==> config.mk <==
export PLATFORM = sky130hd
export DESIGN_NAME = isp_irq_ctrl
export DESIGN_NICKNAME = d
export VERILOG_FILES = /design/src/design/isp_pkg.sv /design/src/design/isp_level_watch.sv /design/src/design/isp_irq_ctrl.sv
export SDC_FILE = /design/constraint.sdc
export NUM_CORES = 1
export LEC_CHECK = 0
export BUFFER_PORTS_ARGS = -buffer_cell sky130_fd_sc_hd__buf_2
export CAP_MARGIN = 5
export CORE_MARGIN = 5
export CORE_UTILIZATION = 40
export DETAILED_ROUTE_END_ITERATION = 6
export PLACE_DENSITY = 0.73
export SYNTH_ARGS = -nofsm -noshare
export SYNTH_HDL_FRONTEND = slang
export SYNTH_SLANG_ARGS = --single-unit
==> constraint.sdc <==
create_clock -name mclk -period 2.2 [get_ports mclk]
set_clock_uncertainty 0.15 [all_clocks]
set_input_delay 0.44 -clock mclk [delete_from_list [all_inputs] [get_ports mclk]]
set_output_delay 0.44 -clock mclk [all_outputs]
set_load 0.05 [all_outputs]
==> src/design/isp_pkg.sv <==
// Package: register map, field positions and reset values of the interrupt source block
//Contract
//- Bit 7 of reset control enables two priority levels; kernel software keeps it set.
//- Reset control bits 6 and 5 always read as zero.
//- Reset control holds reset-instruction, watchdog, power-down, power-on and brown-out bits.
//- Each external pin detects rising edge when select is 1, falling when 0.
//- A selected edge on an external pin sets that pin's flag.
//- A cleared pin enable suppresses that pin's interrupt request.
//- Any enabled external interrupt wakes the processor from sleep.
//- After wake-up the core vectors only when global enable is set.
//- External interrupt 0 is always high priority.
//- Ext1 priority from third control bit 6, ext2 from bit 7; 1 is high.
//- In 8-bit mode, timer rollover FFh to 00h sets the overflow flag.
//- In 16-bit mode, rollover FFFFh to 0000h sets the overflow flag.
//- Timer enable is primary bit 5, its priority second control bit 2.
//- Any level change on port B bits 7 to 4 sets primary bit 0.
//- Port change enable is primary bit 3, priority second control bit 0.
//- Taking an interrupt pushes return PC and shadows working, status, bank registers.
package isp_pkg;
  // Byte offsets on the register bus
  localparam logic [3:0] OFS_PRIMARY = 4'h0;
  localparam logic [3:0] OFS_SECOND = 4'h4;
  localparam logic [3:0] OFS_THIRD = 4'h8;
  localparam logic [3:0] OFS_RESET_CTRL = 4'hc;
  // Primary control fields
  localparam int PRI_GLOBAL = 7;
  localparam int PRI_LOW_GLOBAL = 6;
  localparam int PRI_TMR_EN = 5;
  localparam int PRI_EXT0_EN = 4;
  localparam int PRI_PORT_EN = 3;
  localparam int PRI_TMR_FLAG = 2;
  localparam int PRI_EXT0_FLAG = 1;
  localparam int PRI_PORT_FLAG = 0;
  // Second control fields
  localparam int SEC_EDGE0 = 6;
  localparam int SEC_EDGE1 = 5;
  localparam int SEC_EDGE2 = 4;
  localparam int SEC_TMR_PRIO = 2;
  localparam int SEC_PORT_PRIO = 0;
  // Third control fields
  localparam int THR_EXT2_PRIO = 7;
  localparam int THR_EXT1_PRIO = 6;
  localparam int THR_EXT2_EN = 4;
  localparam int THR_EXT1_EN = 3;
  localparam int THR_EXT2_FLAG = 1;
  localparam int THR_EXT1_FLAG = 0;
  // Reset control fields
  localparam int RC_PRIO_EN = 7;
  localparam int RC_RESET_INSTR = 4;
  localparam int RC_WDT_TIMEOUT = 3;
  localparam int RC_POWERDOWN = 2;
  localparam int RC_POWER_ON = 1;
  localparam int RC_BROWNOUT = 0;
  // Reset values and masks
  localparam logic [7:0] PRIMARY_RST = 8'h00;
  localparam logic [7:0] SECOND_RST = 8'h75;
  localparam logic [7:0] THIRD_RST = 8'hc0;
  localparam logic [7:0] RESET_CTRL_RST = 8'h1c;
  localparam logic [7:0] SECOND_MASK = 8'h75;
  localparam logic [7:0] THIRD_MASK = 8'hdb;
  localparam logic [7:0] RESET_CTRL_MASK = 8'h9f;
  // Bus answer state
  typedef enum logic [0:0] {BUS_IDLE = 1'b0, BUS_ANSWER = 1'b1} isp_bus_type;
endpackage

==> src/design/isp_level_watch.sv <==
// Edge watcher: reports rising and falling changes of a group of synchronous inputs
`timescale 1ns/10ps
module isp_level_watch #(
  parameter int WIDTH = 3
) (
  // Clock, reset, enable
  input wire logic mclk,
  input wire logic rst,
  input wire logic ce,
  // Watched levels
  input wire logic [WIDTH-1:0] levels,
  // Change indications, valid while ce is high
  output logic [WIDTH-1:0] rise,
  output logic [WIDTH-1:0] fall
);
  typedef struct packed {
    logic primed;
    logic [WIDTH-1:0] prev;
  } isp_watch_type;

  isp_watch_type state_r;
  isp_watch_type state_nxt;

  always_comb
  begin
    state_nxt = state_r;
    if (ce)
    begin
      state_nxt.prev = levels;
      state_nxt.primed = 1'b1;
    end
  end

  // No edges before the first sample, so a pin high out of reset is not a rise
  assign rise = state_r.primed ? (levels & ~state_r.prev) : '0;
  assign fall = state_r.primed ? (~levels & state_r.prev) : '0;

  always_ff @(posedge mclk)
  begin
    if (rst)
      state_r <= '0;
    else
      state_r <= state_nxt;
  end
endmodule

==> src/design/isp_irq_ctrl.sv <==
// Interrupt source flags, enables, priority grouping, wake-up and context shadow
`timescale 1ns/10ps
module isp_irq_ctrl #(
  parameter int PC_WIDTH = 21
) (
  // Clock, reset, enable
  input wire logic mclk,
  input wire logic rst,
  input wire logic ce,
  // Avalon-MM slave
  input wire logic [3:0] address,
  input wire logic read,
  input wire logic write,
  input wire logic [31:0] writedata,
  input wire logic [3:0] byteenable,
  output logic [31:0] readdata,
  output logic waitrequest,
  // Interrupt sources
  input wire logic [2:0] extPins,
  input wire logic [3:0] portBHigh,
  input wire logic [15:0] timerCount,
  input wire logic timerMode16,
  // Reset cause events from the core
  input wire logic resetInstrEvt,
  input wire logic wdtTimeoutEvt,
  input wire logic sleepEnterEvt,
  // Core sequencing and context
  input wire logic sleeping,
  input wire logic irqTake,
  input wire logic irqTakeHigh,
  input wire logic irqReturn,
  input wire logic irqReturnHigh,
  input wire logic [PC_WIDTH-1:0] returnPc,
  input wire logic [7:0] workingReg,
  input wire logic [7:0] statusReg,
  input wire logic [7:0] bankSelectReg,
  // Requests and context outputs
  output logic highIrqReq,
  output logic lowIrqReq,
  output logic priorityLevelsEnable,
  output logic wakeUp,
  output logic vectorBranch,
  output logic stackPush,
  output logic [PC_WIDTH-1:0] stackPc,
  output logic [7:0] shadowWorking,
  output logic [7:0] shadowStatus,
  output logic [7:0] shadowBank
);
  typedef struct packed {
    isp_pkg::isp_bus_type bus;
    logic waitReq;
    logic [31:0] rdata;
    logic [7:0] primary;
    logic [7:0] second;
    logic [7:0] third;
    logic [7:0] resetCtrl;
    logic primed;
    logic [15:0] prevCount;
    logic highReq;
    logic lowReq;
    logic wake;
    logic vector;
    logic push;
    logic [PC_WIDTH-1:0] pc;
    logic [7:0] shW;
    logic [7:0] shS;
    logic [7:0] shB;
  } isp_ctrl_type;

  isp_ctrl_type state_r;
  isp_ctrl_type state_nxt;

  logic [2:0] extRise;
  logic [2:0] extFall;
  logic [3:0] portRise;
  logic [3:0] portFall;

  isp_level_watch #(.WIDTH(3)) extWatch (
    .mclk(mclk),
    .rst(rst),
    .ce(ce),
    .levels(extPins),
    .rise(extRise),
    .fall(extFall)
  );

  isp_level_watch #(.WIDTH(4)) portWatch (
    .mclk(mclk),
    .rst(rst),
    .ce(ce),
    .levels(portBHigh),
    .rise(portRise),
    .fall(portFall)
  );

  // Rollover of the low bits of a counter from all ones to zero
  function automatic logic isp_wrap(input logic [15:0] prev, input logic [15:0] cur,
                                    input logic wide);
    if (wide)
      isp_wrap = (prev == 16'hffff) && (cur == 16'h0000);
    else
      isp_wrap = (prev[7:0] == 8'hff) && (cur[7:0] == 8'h00);
  endfunction

  // Register read view, unmapped offsets read zero
  function automatic logic [7:0] isp_view(input isp_ctrl_type s, input logic [3:0] ofs);
    unique case (ofs)
      isp_pkg::OFS_PRIMARY: isp_view = s.primary;
      isp_pkg::OFS_SECOND: isp_view = s.second & isp_pkg::SECOND_MASK;
      isp_pkg::OFS_THIRD: isp_view = s.third & isp_pkg::THIRD_MASK;
      isp_pkg::OFS_RESET_CTRL: isp_view = s.resetCtrl & isp_pkg::RESET_CTRL_MASK;
      default: isp_view = 8'h00;
    endcase
  endfunction

  logic [2:0] edgeSel;
  logic [2:0] extEvt;
  logic tmrEvt;
  logic portEvt;
  logic wrAccept;
  logic [7:0] wByte;
  logic [3:0] pend;
  logic [3:0] hiMask;
  logic [4:0] pendAll;
  logic [4:0] prioAll;
  logic priority_levels_enable;
  logic global_irq_enable;

  always_comb
  begin
    edgeSel = {state_r.second[isp_pkg::SEC_EDGE2], state_r.second[isp_pkg::SEC_EDGE1],
               state_r.second[isp_pkg::SEC_EDGE0]};
    extEvt = (edgeSel & extRise) | (~edgeSel & extFall);
    tmrEvt = state_r.primed &&
             isp_wrap(state_r.prevCount, timerCount, timerMode16);
    portEvt = |(portRise | portFall);
    wrAccept = write && (state_r.bus == isp_pkg::BUS_ANSWER) && byteenable[0];
    wByte = writedata[7:0];
    priority_levels_enable = state_r.resetCtrl[isp_pkg::RC_PRIO_EN];
    global_irq_enable = state_r.primary[isp_pkg::PRI_GLOBAL];
    // Sources: ext0, ext1, ext2, timer, port change; flag AND enable
    pendAll = {state_r.primary[isp_pkg::PRI_PORT_FLAG] & state_r.primary[isp_pkg::PRI_PORT_EN],
               state_r.primary[isp_pkg::PRI_TMR_FLAG] & state_r.primary[isp_pkg::PRI_TMR_EN],
               state_r.third[isp_pkg::THR_EXT2_FLAG] & state_r.third[isp_pkg::THR_EXT2_EN],
               state_r.third[isp_pkg::THR_EXT1_FLAG] & state_r.third[isp_pkg::THR_EXT1_EN],
               state_r.primary[isp_pkg::PRI_EXT0_FLAG] &
               state_r.primary[isp_pkg::PRI_EXT0_EN]};
    prioAll = {state_r.second[isp_pkg::SEC_PORT_PRIO], state_r.second[isp_pkg::SEC_TMR_PRIO],
               state_r.third[isp_pkg::THR_EXT2_PRIO], state_r.third[isp_pkg::THR_EXT1_PRIO],
               1'b1};
    pend = pendAll[4:1];
    hiMask = prioAll[4:1];

    state_nxt = state_r;
    if (ce)
    begin
      // Bus: one wait cycle, then the answer cycle where write lands
      state_nxt.waitReq = 1'b1;
      state_nxt.bus = isp_pkg::BUS_IDLE;
      if (state_r.bus == isp_pkg::BUS_IDLE && (read || write))
      begin
        state_nxt.bus = isp_pkg::BUS_ANSWER;
        state_nxt.waitReq = 1'b0;
        state_nxt.rdata = {24'h000000, isp_view(state_r, address)};
      end

      // Software writes; flags written here can still be set by an event below
      if (wrAccept)
      begin
        unique case (address)
          isp_pkg::OFS_PRIMARY: state_nxt.primary = wByte;
          isp_pkg::OFS_SECOND: state_nxt.second = wByte & isp_pkg::SECOND_MASK;
          isp_pkg::OFS_THIRD: state_nxt.third = wByte & isp_pkg::THIRD_MASK;
          isp_pkg::OFS_RESET_CTRL:
          begin
            state_nxt.resetCtrl[isp_pkg::RC_PRIO_EN] = wByte[isp_pkg::RC_PRIO_EN];
            state_nxt.resetCtrl[isp_pkg::RC_RESET_INSTR] = wByte[isp_pkg::RC_RESET_INSTR];
            state_nxt.resetCtrl[isp_pkg::RC_POWER_ON] = wByte[isp_pkg::RC_POWER_ON];
            state_nxt.resetCtrl[isp_pkg::RC_BROWNOUT] = wByte[isp_pkg::RC_BROWNOUT];
          end
          default: ;
        endcase
      end

      // Event flags: set wins over a software clear, never cleared by hardware
      if (extEvt[0])
        state_nxt.primary[isp_pkg::PRI_EXT0_FLAG] = 1'b1;
      if (extEvt[1])
        state_nxt.third[isp_pkg::THR_EXT1_FLAG] = 1'b1;
      if (extEvt[2])
        state_nxt.third[isp_pkg::THR_EXT2_FLAG] = 1'b1;
      if (tmrEvt)
        state_nxt.primary[isp_pkg::PRI_TMR_FLAG] = 1'b1;
      if (portEvt)
        state_nxt.primary[isp_pkg::PRI_PORT_FLAG] = 1'b1;

      // Reset cause events from the core, active-low cause bits
      if (resetInstrEvt)
        state_nxt.resetCtrl[isp_pkg::RC_RESET_INSTR] = 1'b0;
      if (wdtTimeoutEvt)
        state_nxt.resetCtrl[isp_pkg::RC_WDT_TIMEOUT] = 1'b0;
      if (sleepEnterEvt)
        state_nxt.resetCtrl[isp_pkg::RC_POWERDOWN] = 1'b0;

      state_nxt.prevCount = timerCount;
      state_nxt.primed = 1'b1;

      // Priority grouping; ext0 always rides in the high group
      if (priority_levels_enable)
      begin
        state_nxt.highReq = global_irq_enable && (pendAll[0] || |(pend & hiMask));
        state_nxt.lowReq = global_irq_enable && state_r.primary[isp_pkg::PRI_LOW_GLOBAL] &&
                           |(pend & ~hiMask);
      end
      else
      begin
        state_nxt.highReq = global_irq_enable && |pendAll;
        state_nxt.lowReq = 1'b0;
      end

      // Wake-up needs only flag and enable; vectoring also needs global enable
      state_nxt.wake = sleeping && |pendAll;
      state_nxt.vector = sleeping && |pendAll && global_irq_enable;

      // Interrupt taken: push return address, shadow core context
      state_nxt.push = irqTake;
      if (irqTake)
      begin
        state_nxt.pc = returnPc;
        state_nxt.shW = workingReg;
        state_nxt.shS = statusReg;
        state_nxt.shB = bankSelectReg;
        // Mask further entries of the same level until return
        if (priority_levels_enable && !irqTakeHigh)
          state_nxt.primary[isp_pkg::PRI_LOW_GLOBAL] = 1'b0;
        else
          state_nxt.primary[isp_pkg::PRI_GLOBAL] = 1'b0;
      end
      else if (irqReturn)
      begin
        if (priority_levels_enable && !irqReturnHigh)
          state_nxt.primary[isp_pkg::PRI_LOW_GLOBAL] = 1'b1;
        else
          state_nxt.primary[isp_pkg::PRI_GLOBAL] = 1'b1;
      end
    end
  end

  always_ff @(posedge mclk)
  begin
    if (rst)
    begin
      state_r <= '0;
      state_r.waitReq <= 1'b1;
      state_r.primary <= isp_pkg::PRIMARY_RST;
      state_r.second <= isp_pkg::SECOND_RST;
      state_r.third <= isp_pkg::THIRD_RST;
      state_r.resetCtrl <= isp_pkg::RESET_CTRL_RST;
    end
    else
      state_r <= state_nxt;
  end

  assign readdata = state_r.rdata;
  assign waitrequest = state_r.waitReq;
  assign highIrqReq = state_r.highReq;
  assign lowIrqReq = state_r.lowReq;
  assign priorityLevelsEnable = state_r.resetCtrl[isp_pkg::RC_PRIO_EN];
  assign wakeUp = state_r.wake;
  assign vectorBranch = state_r.vector;
  assign stackPush = state_r.push;
  assign stackPc = state_r.pc;
  assign shadowWorking = state_r.shW;
  assign shadowStatus = state_r.shS;
  assign shadowBank = state_r.shB;
endmodule

## Yosys cells after proc, flatten, opt, wreduce, memory -nomap -nowiden

Cells that the tools add are included.

- Bits in registers: 109
- Output and inout bits: 84

- Equal/unequal tests: 5
- Muxes and demuxes: 27
- Bitwise operators: 22
- Reductions and logical operators: 51

Operators with widths:

| cell | count |
|---|---|
| $mux 34 | 1 |
| $pmux 8 s4 | 1 |
| $reduce_and 3->1 | 10 |
| $mux 25 | 1 |
| $reduce_bool 2->1 | 12 |
| $and 4x4->4 | 4 |
| $eq 16x16->1 const B | 1 |
| $logic_not 16->1 | 1 |
| $mux 8 | 2 |
| $logic_and 1x1->1 | 14 |
| $mux 1 | 14 |
| $and 3x3->3 | 4 |
| $not 4->4 | 3 |
| $reduce_or 4->1 | 3 |
| $not 3->3 | 3 |
| $eq 4x4->1 const B | 2 |
| $eq 8x8->1 const B | 1 |
| $logic_not 8->1 | 1 |
| $mux 4 | 2 |
| $reduce_and 2->1 | 4 |
| $mux 7 | 1 |
| $mux 2 | 3 |
| $mux 3 | 2 |
| $and 1x1->1 | 5 |
| 8 further kinds | 10 |

## Logic depth before layout (Yosys ltp)

- Depth after elaboration: 7
- Depth in mapped cells: 6

## By module

From an unflattened synthesis, not the netlist that was laid out.

- Cells, all modules: 608
- Area total of the unflattened synthesis: 5206.2 µm²

Modules (own cells, without submodules):

| module | instances | cells each | area an instance (µm²) |
|---|---|---|---|
| isp_irq_ctrl | 1 | 559 | 4789.6 |
| isp_level_watch (portWatch) | 1 | 28 | 239.0 |
| isp_level_watch (extWatch) | 1 | 21 | 177.7 |

## Worst setup path after synthesis

OpenSTA, ideal clock, no wires.

- Path type: reg2reg
- Start: register state_r (netlist bit priorityLevelsEnable)
- End: register state_r[97] in the netlist's numbering
- Library setup time: 0.091 ns
- Data arrival time: 1.542 ns
- Path slack: 0.417 ns
- Stages on the path, launching flop included: 4
- Period minus slack after synthesis: 1.783 ns
- Cell sequence: dfxtp_1 inv_1 or4b_1 a311oi_1

- Word-level cells in the longest chain between the ends: 4

Ends and longest elaborated chain:

| element | RTL line | RTL |
|---|---|---|
| from (decl) | isp_irq_ctrl.sv:70 | `isp_ctrl_type state_r;` |
| from (signal assigned) | isp_irq_ctrl.sv:261 | `state_r <= state_nxt;` |
| $logic_and 1x1->1 | isp_irq_ctrl.sv:241 | `if (priority_levels_enable && !irqReturnHigh)` |
| $mux 1 | isp_irq_ctrl.sv:241 |  |
| $mux 2 | isp_irq_ctrl.sv:239 | `else if (irqReturn)` |
| $mux 2 * | isp_irq_ctrl.sv:227 | `if (irqTake)` |

Mark *: on every way between the ends. The rest lies on a longest branch, timed or not.
A chain may end at the register's enable or synchronous reset.

## Final worst setup path

- Start: register state_r (netlist bit priorityLevelsEnable)
- End: output port priorityLevelsEnable

RTL lines:

| element | RTL line | RTL |
|---|---|---|
| to (decl) | isp_irq_ctrl.sv:40 | `output logic priorityLevelsEnable,` |

No word-level cell between the ends.

==> results_dict.tcl <==
set metrics [dict create \
    rsz0062_at_grt "false" \
    crit_path_end "priorityLevelsEnable" \
    clock_sinks 109 \
    detail_route.wl_per_cell_um 14.26 \
    worst_hold_slack_ns 0.1799 \
    cts_buffers 9 \
    synth_commonest_cells "dfxtp_1 (109), nand2_1 (108), buf_4 (78)" \
    dieArea_sq_mm 0.01497 \
    grt_first_pass_wirelength_um 18340 \
    wl_met1_um 5314 \
    r2r_slack_ns 0.47 \
    instances_no_fill 853 \
    fin_nets 797 \
    worstPathCellList "buf_2" \
    path_clk_slew_ns 0.07 \
    cts_tree "done" \
    fin_setup_tns_ns 0 \
    fin_util 0.4668 \
    dp_hpwl_um 9042 \
    met2WireLength_um 5693 \
    die_y_um 122.3 \
    netlist.top_cell.by_area "dfxtp_1" \
    worstPathArrival_ns 1.15 \
    viasPerCell 4.717 \
    fmax_ghz 0.5750 \
    synth_most_common_cell "dfxtp_1" \
    critPathKind "flop to primary output" \
    crit_path_max_fanout 7 \
    final_antenna_net_count 0 \
    fin_crit_ns 1.739 \
    grtUsageTotal 0.1559 \
    htree_levels 3 \
    port_buffers 154 \
    grt_overflow 0 \
    required_ns 1.61 \
    total_power_uw 4608 \
    crit_family "flip-flops" \
    dr.pass1.iters 4 \
    setup_viol 0 \
    cp_num_buf_inv 1 \
    cp.depth 1 \
    synth_top_area_share 0.4322 \
    pin_count 206 \
    syn_inst 587 \
    grt_start_max_net_pins 65 \
    cts_max_path_buffers 2 \
    hold_class "input port to flop" \
    synth_edf_count 0 \
    fp-row-count 41 \
    top_layer "met4" \
    ys_seq_elements 109 \
    synth_seq_area_share 0.4322 \
    p_leak_uw 0.002700 \
    cp_slowest_cell "dfxtp_1" \
    crit_path_start "priorityLevelsEnable" \
    antenna_found_initial 0 \
    synth_async_sr_flop_share 0 \
    ys.flop_type "dfxtp_1" \
    cts_setup_buffers 0 \
    die_w_um 122.3 \
    core_sq_mm 0.01252 \
    cts_resized 0 \
    hold_buffers 0 \
    cp-start-kind "flop" \
    hold_viol_final 0 \
    synthTopCellsByArea "dfxtp_1 (43%), buf_4 (12%), nand2_1 (8.0%), mux2i_1 (7.7%), a21oi_1 (5.4%)" \
    clkLatencyLatePin_ns 0.35 \
    wl_met3_um 1046 \
    peakVddDrop_v 0.0003937 \
    initial_core_util 0.4033 \
    max_cap_violations 0 \
    syn_area_sq_mm 0.005049 \
    drc 0 \
    post-route-period-util 0.7905 \
    first_iter_violations 231 \
    drive_above_1_share 0.2824 \
    critical-path-max-stage-delay_ns 0.47 \
    clock_tree.root_cell "clkbuf_16" \
    drv_slew 0 \
    rr_worst_depth 4 \
    globalplace.congestion 0.7969 \
    dr_total_vias 4024 \
    grt_pass1_vias 3655 \
    p_per_area_mw_per_mm2 788.6 \
    crit_path_end_kind "primary output" \
    rr_endpoint "state_r[92]" \
    timing.rr.start "state_r[132]" \
    yosys_warnings 0 \
    fill_cells 1235 \
    synth_cell_type_count 49 \
    place_inst 836 \
    synthToLayoutAreaGrowth_pct 15.74 \
    status "finished clean" \
    avgSynthCellArea_sq_um 8.601 \
    drt-total-wl_um 12160 \
]
layout make-up:
class	instances	area (sq um)	area share
timing repair buffer	163	878.3	0.1503
antenna	1	2.502	0.0004283
inverter	10	37.54	0.006424
tap	172	215.2	0.03683
sequential	109	2182	0.3734
clock buffer	10	239.0	0.04090
clock inverter	6	110.1	0.01884
multi-input combinational	382	2178	0.3728
flip-flops by register name, indices dropped and copies added (netlist names):
signal and flops:
shadowWorking 8, edgeSel 3, vectorBranch 1, hiMask 4, readdata 8, highIrqReq 1
global_irq_enable 1, waitrequest 1, lowIrqReq 1, portWatch.state_r 4, shadowStatus 8, stackPush 1
shadowBank 8, state_r 33, wakeUp 1, priorityLevelsEnable 1, stackPc 21, extWatch.state_r 4
routing by layer:
layer | vias to the layer above | global-route usage
li1 | 2057 | -
met1 | 1814 | 0.1952
met2 | 144 | 0.2621
met3 | 9 | 0.04839
met4 | 0 | 0.03849
met5 | - | 0
worst register-to-register path, stage by stage, from the launching register on:
cell     delay, ns
dfxtp_1       0.34
and3_1        0.35
nand4_2       0.38
o31ai_1       0.34
a21oi_1       0.06
report_power, final:
group	internal (uW)	switching [uW]
logic	202	453
registers	2050	40.4
clock network	1140	720
worst min-delay path by stage:
stage,from,to,slack [ns],cells past startpoint
after floorplan,state_r[70],state_r[70],0.27,2
after global placement,state_r[69],state_r[69],0.28,2
after detailed placement,state_r[69],state_r[69],0.29,2
after CTS,returnPc[10],stackPc[10],0.16,3
after global routing,returnPc[10],stackPc[10],0.16,3
final,returnPc[19],stackPc[19],0.18,3
cells by family (layout without fill, tap and decap cells):
logic type      after synthesis  in the layout  synth area share
other cells                   1             25         0.0007428
mux                          44             44           0.09293
buf+inv                     119            189            0.1534
compound gates               94             94            0.1147
flops                       109            109            0.4322
xor+xnor                      4              4          0.006939
simple gates                216            216            0.1990
metrics by stage:
step           cell area (sq um)  setup WS (ns)
6_report                    5843         0.4610
2_1_floorplan               5135         0.4166
3_5_place_dp                5492         0.2735
3_3_place_gp                5492         0.2798
5_1_grt                     5841         0.3596
4_1_cts                     5841         0.4583
layout by cell type, fill, tap and decap left out, types with 2 or more instances in the layout:
cell type,instances
o22ai_1,5
buf_2,153
nand4_2,3
xnor2_1,4
a211o_1,8
nor2b_1,4
inv_1,10
o21ai_0,4
nor4bb_1,8
a21oi_1,54
nand2b_1,6
mux4_2,2
nor2_1,55
a22oi_1,8
bufinv_16,3
mux2i_1,39
and2_1,3
dfxtp_1,109
o2bb2ai_1,2
a22o_1,3
nand4_1,3
clkbuf_16,9
conb_1,24
mux2_2,3
clkinvlp_4,2
nand2_1,108
buf_12,3
o31ai_1,2
o211ai_1,3
buf_4,7
nand3_1,10
and3_1,3
Power figures use the tool's default switching activity.
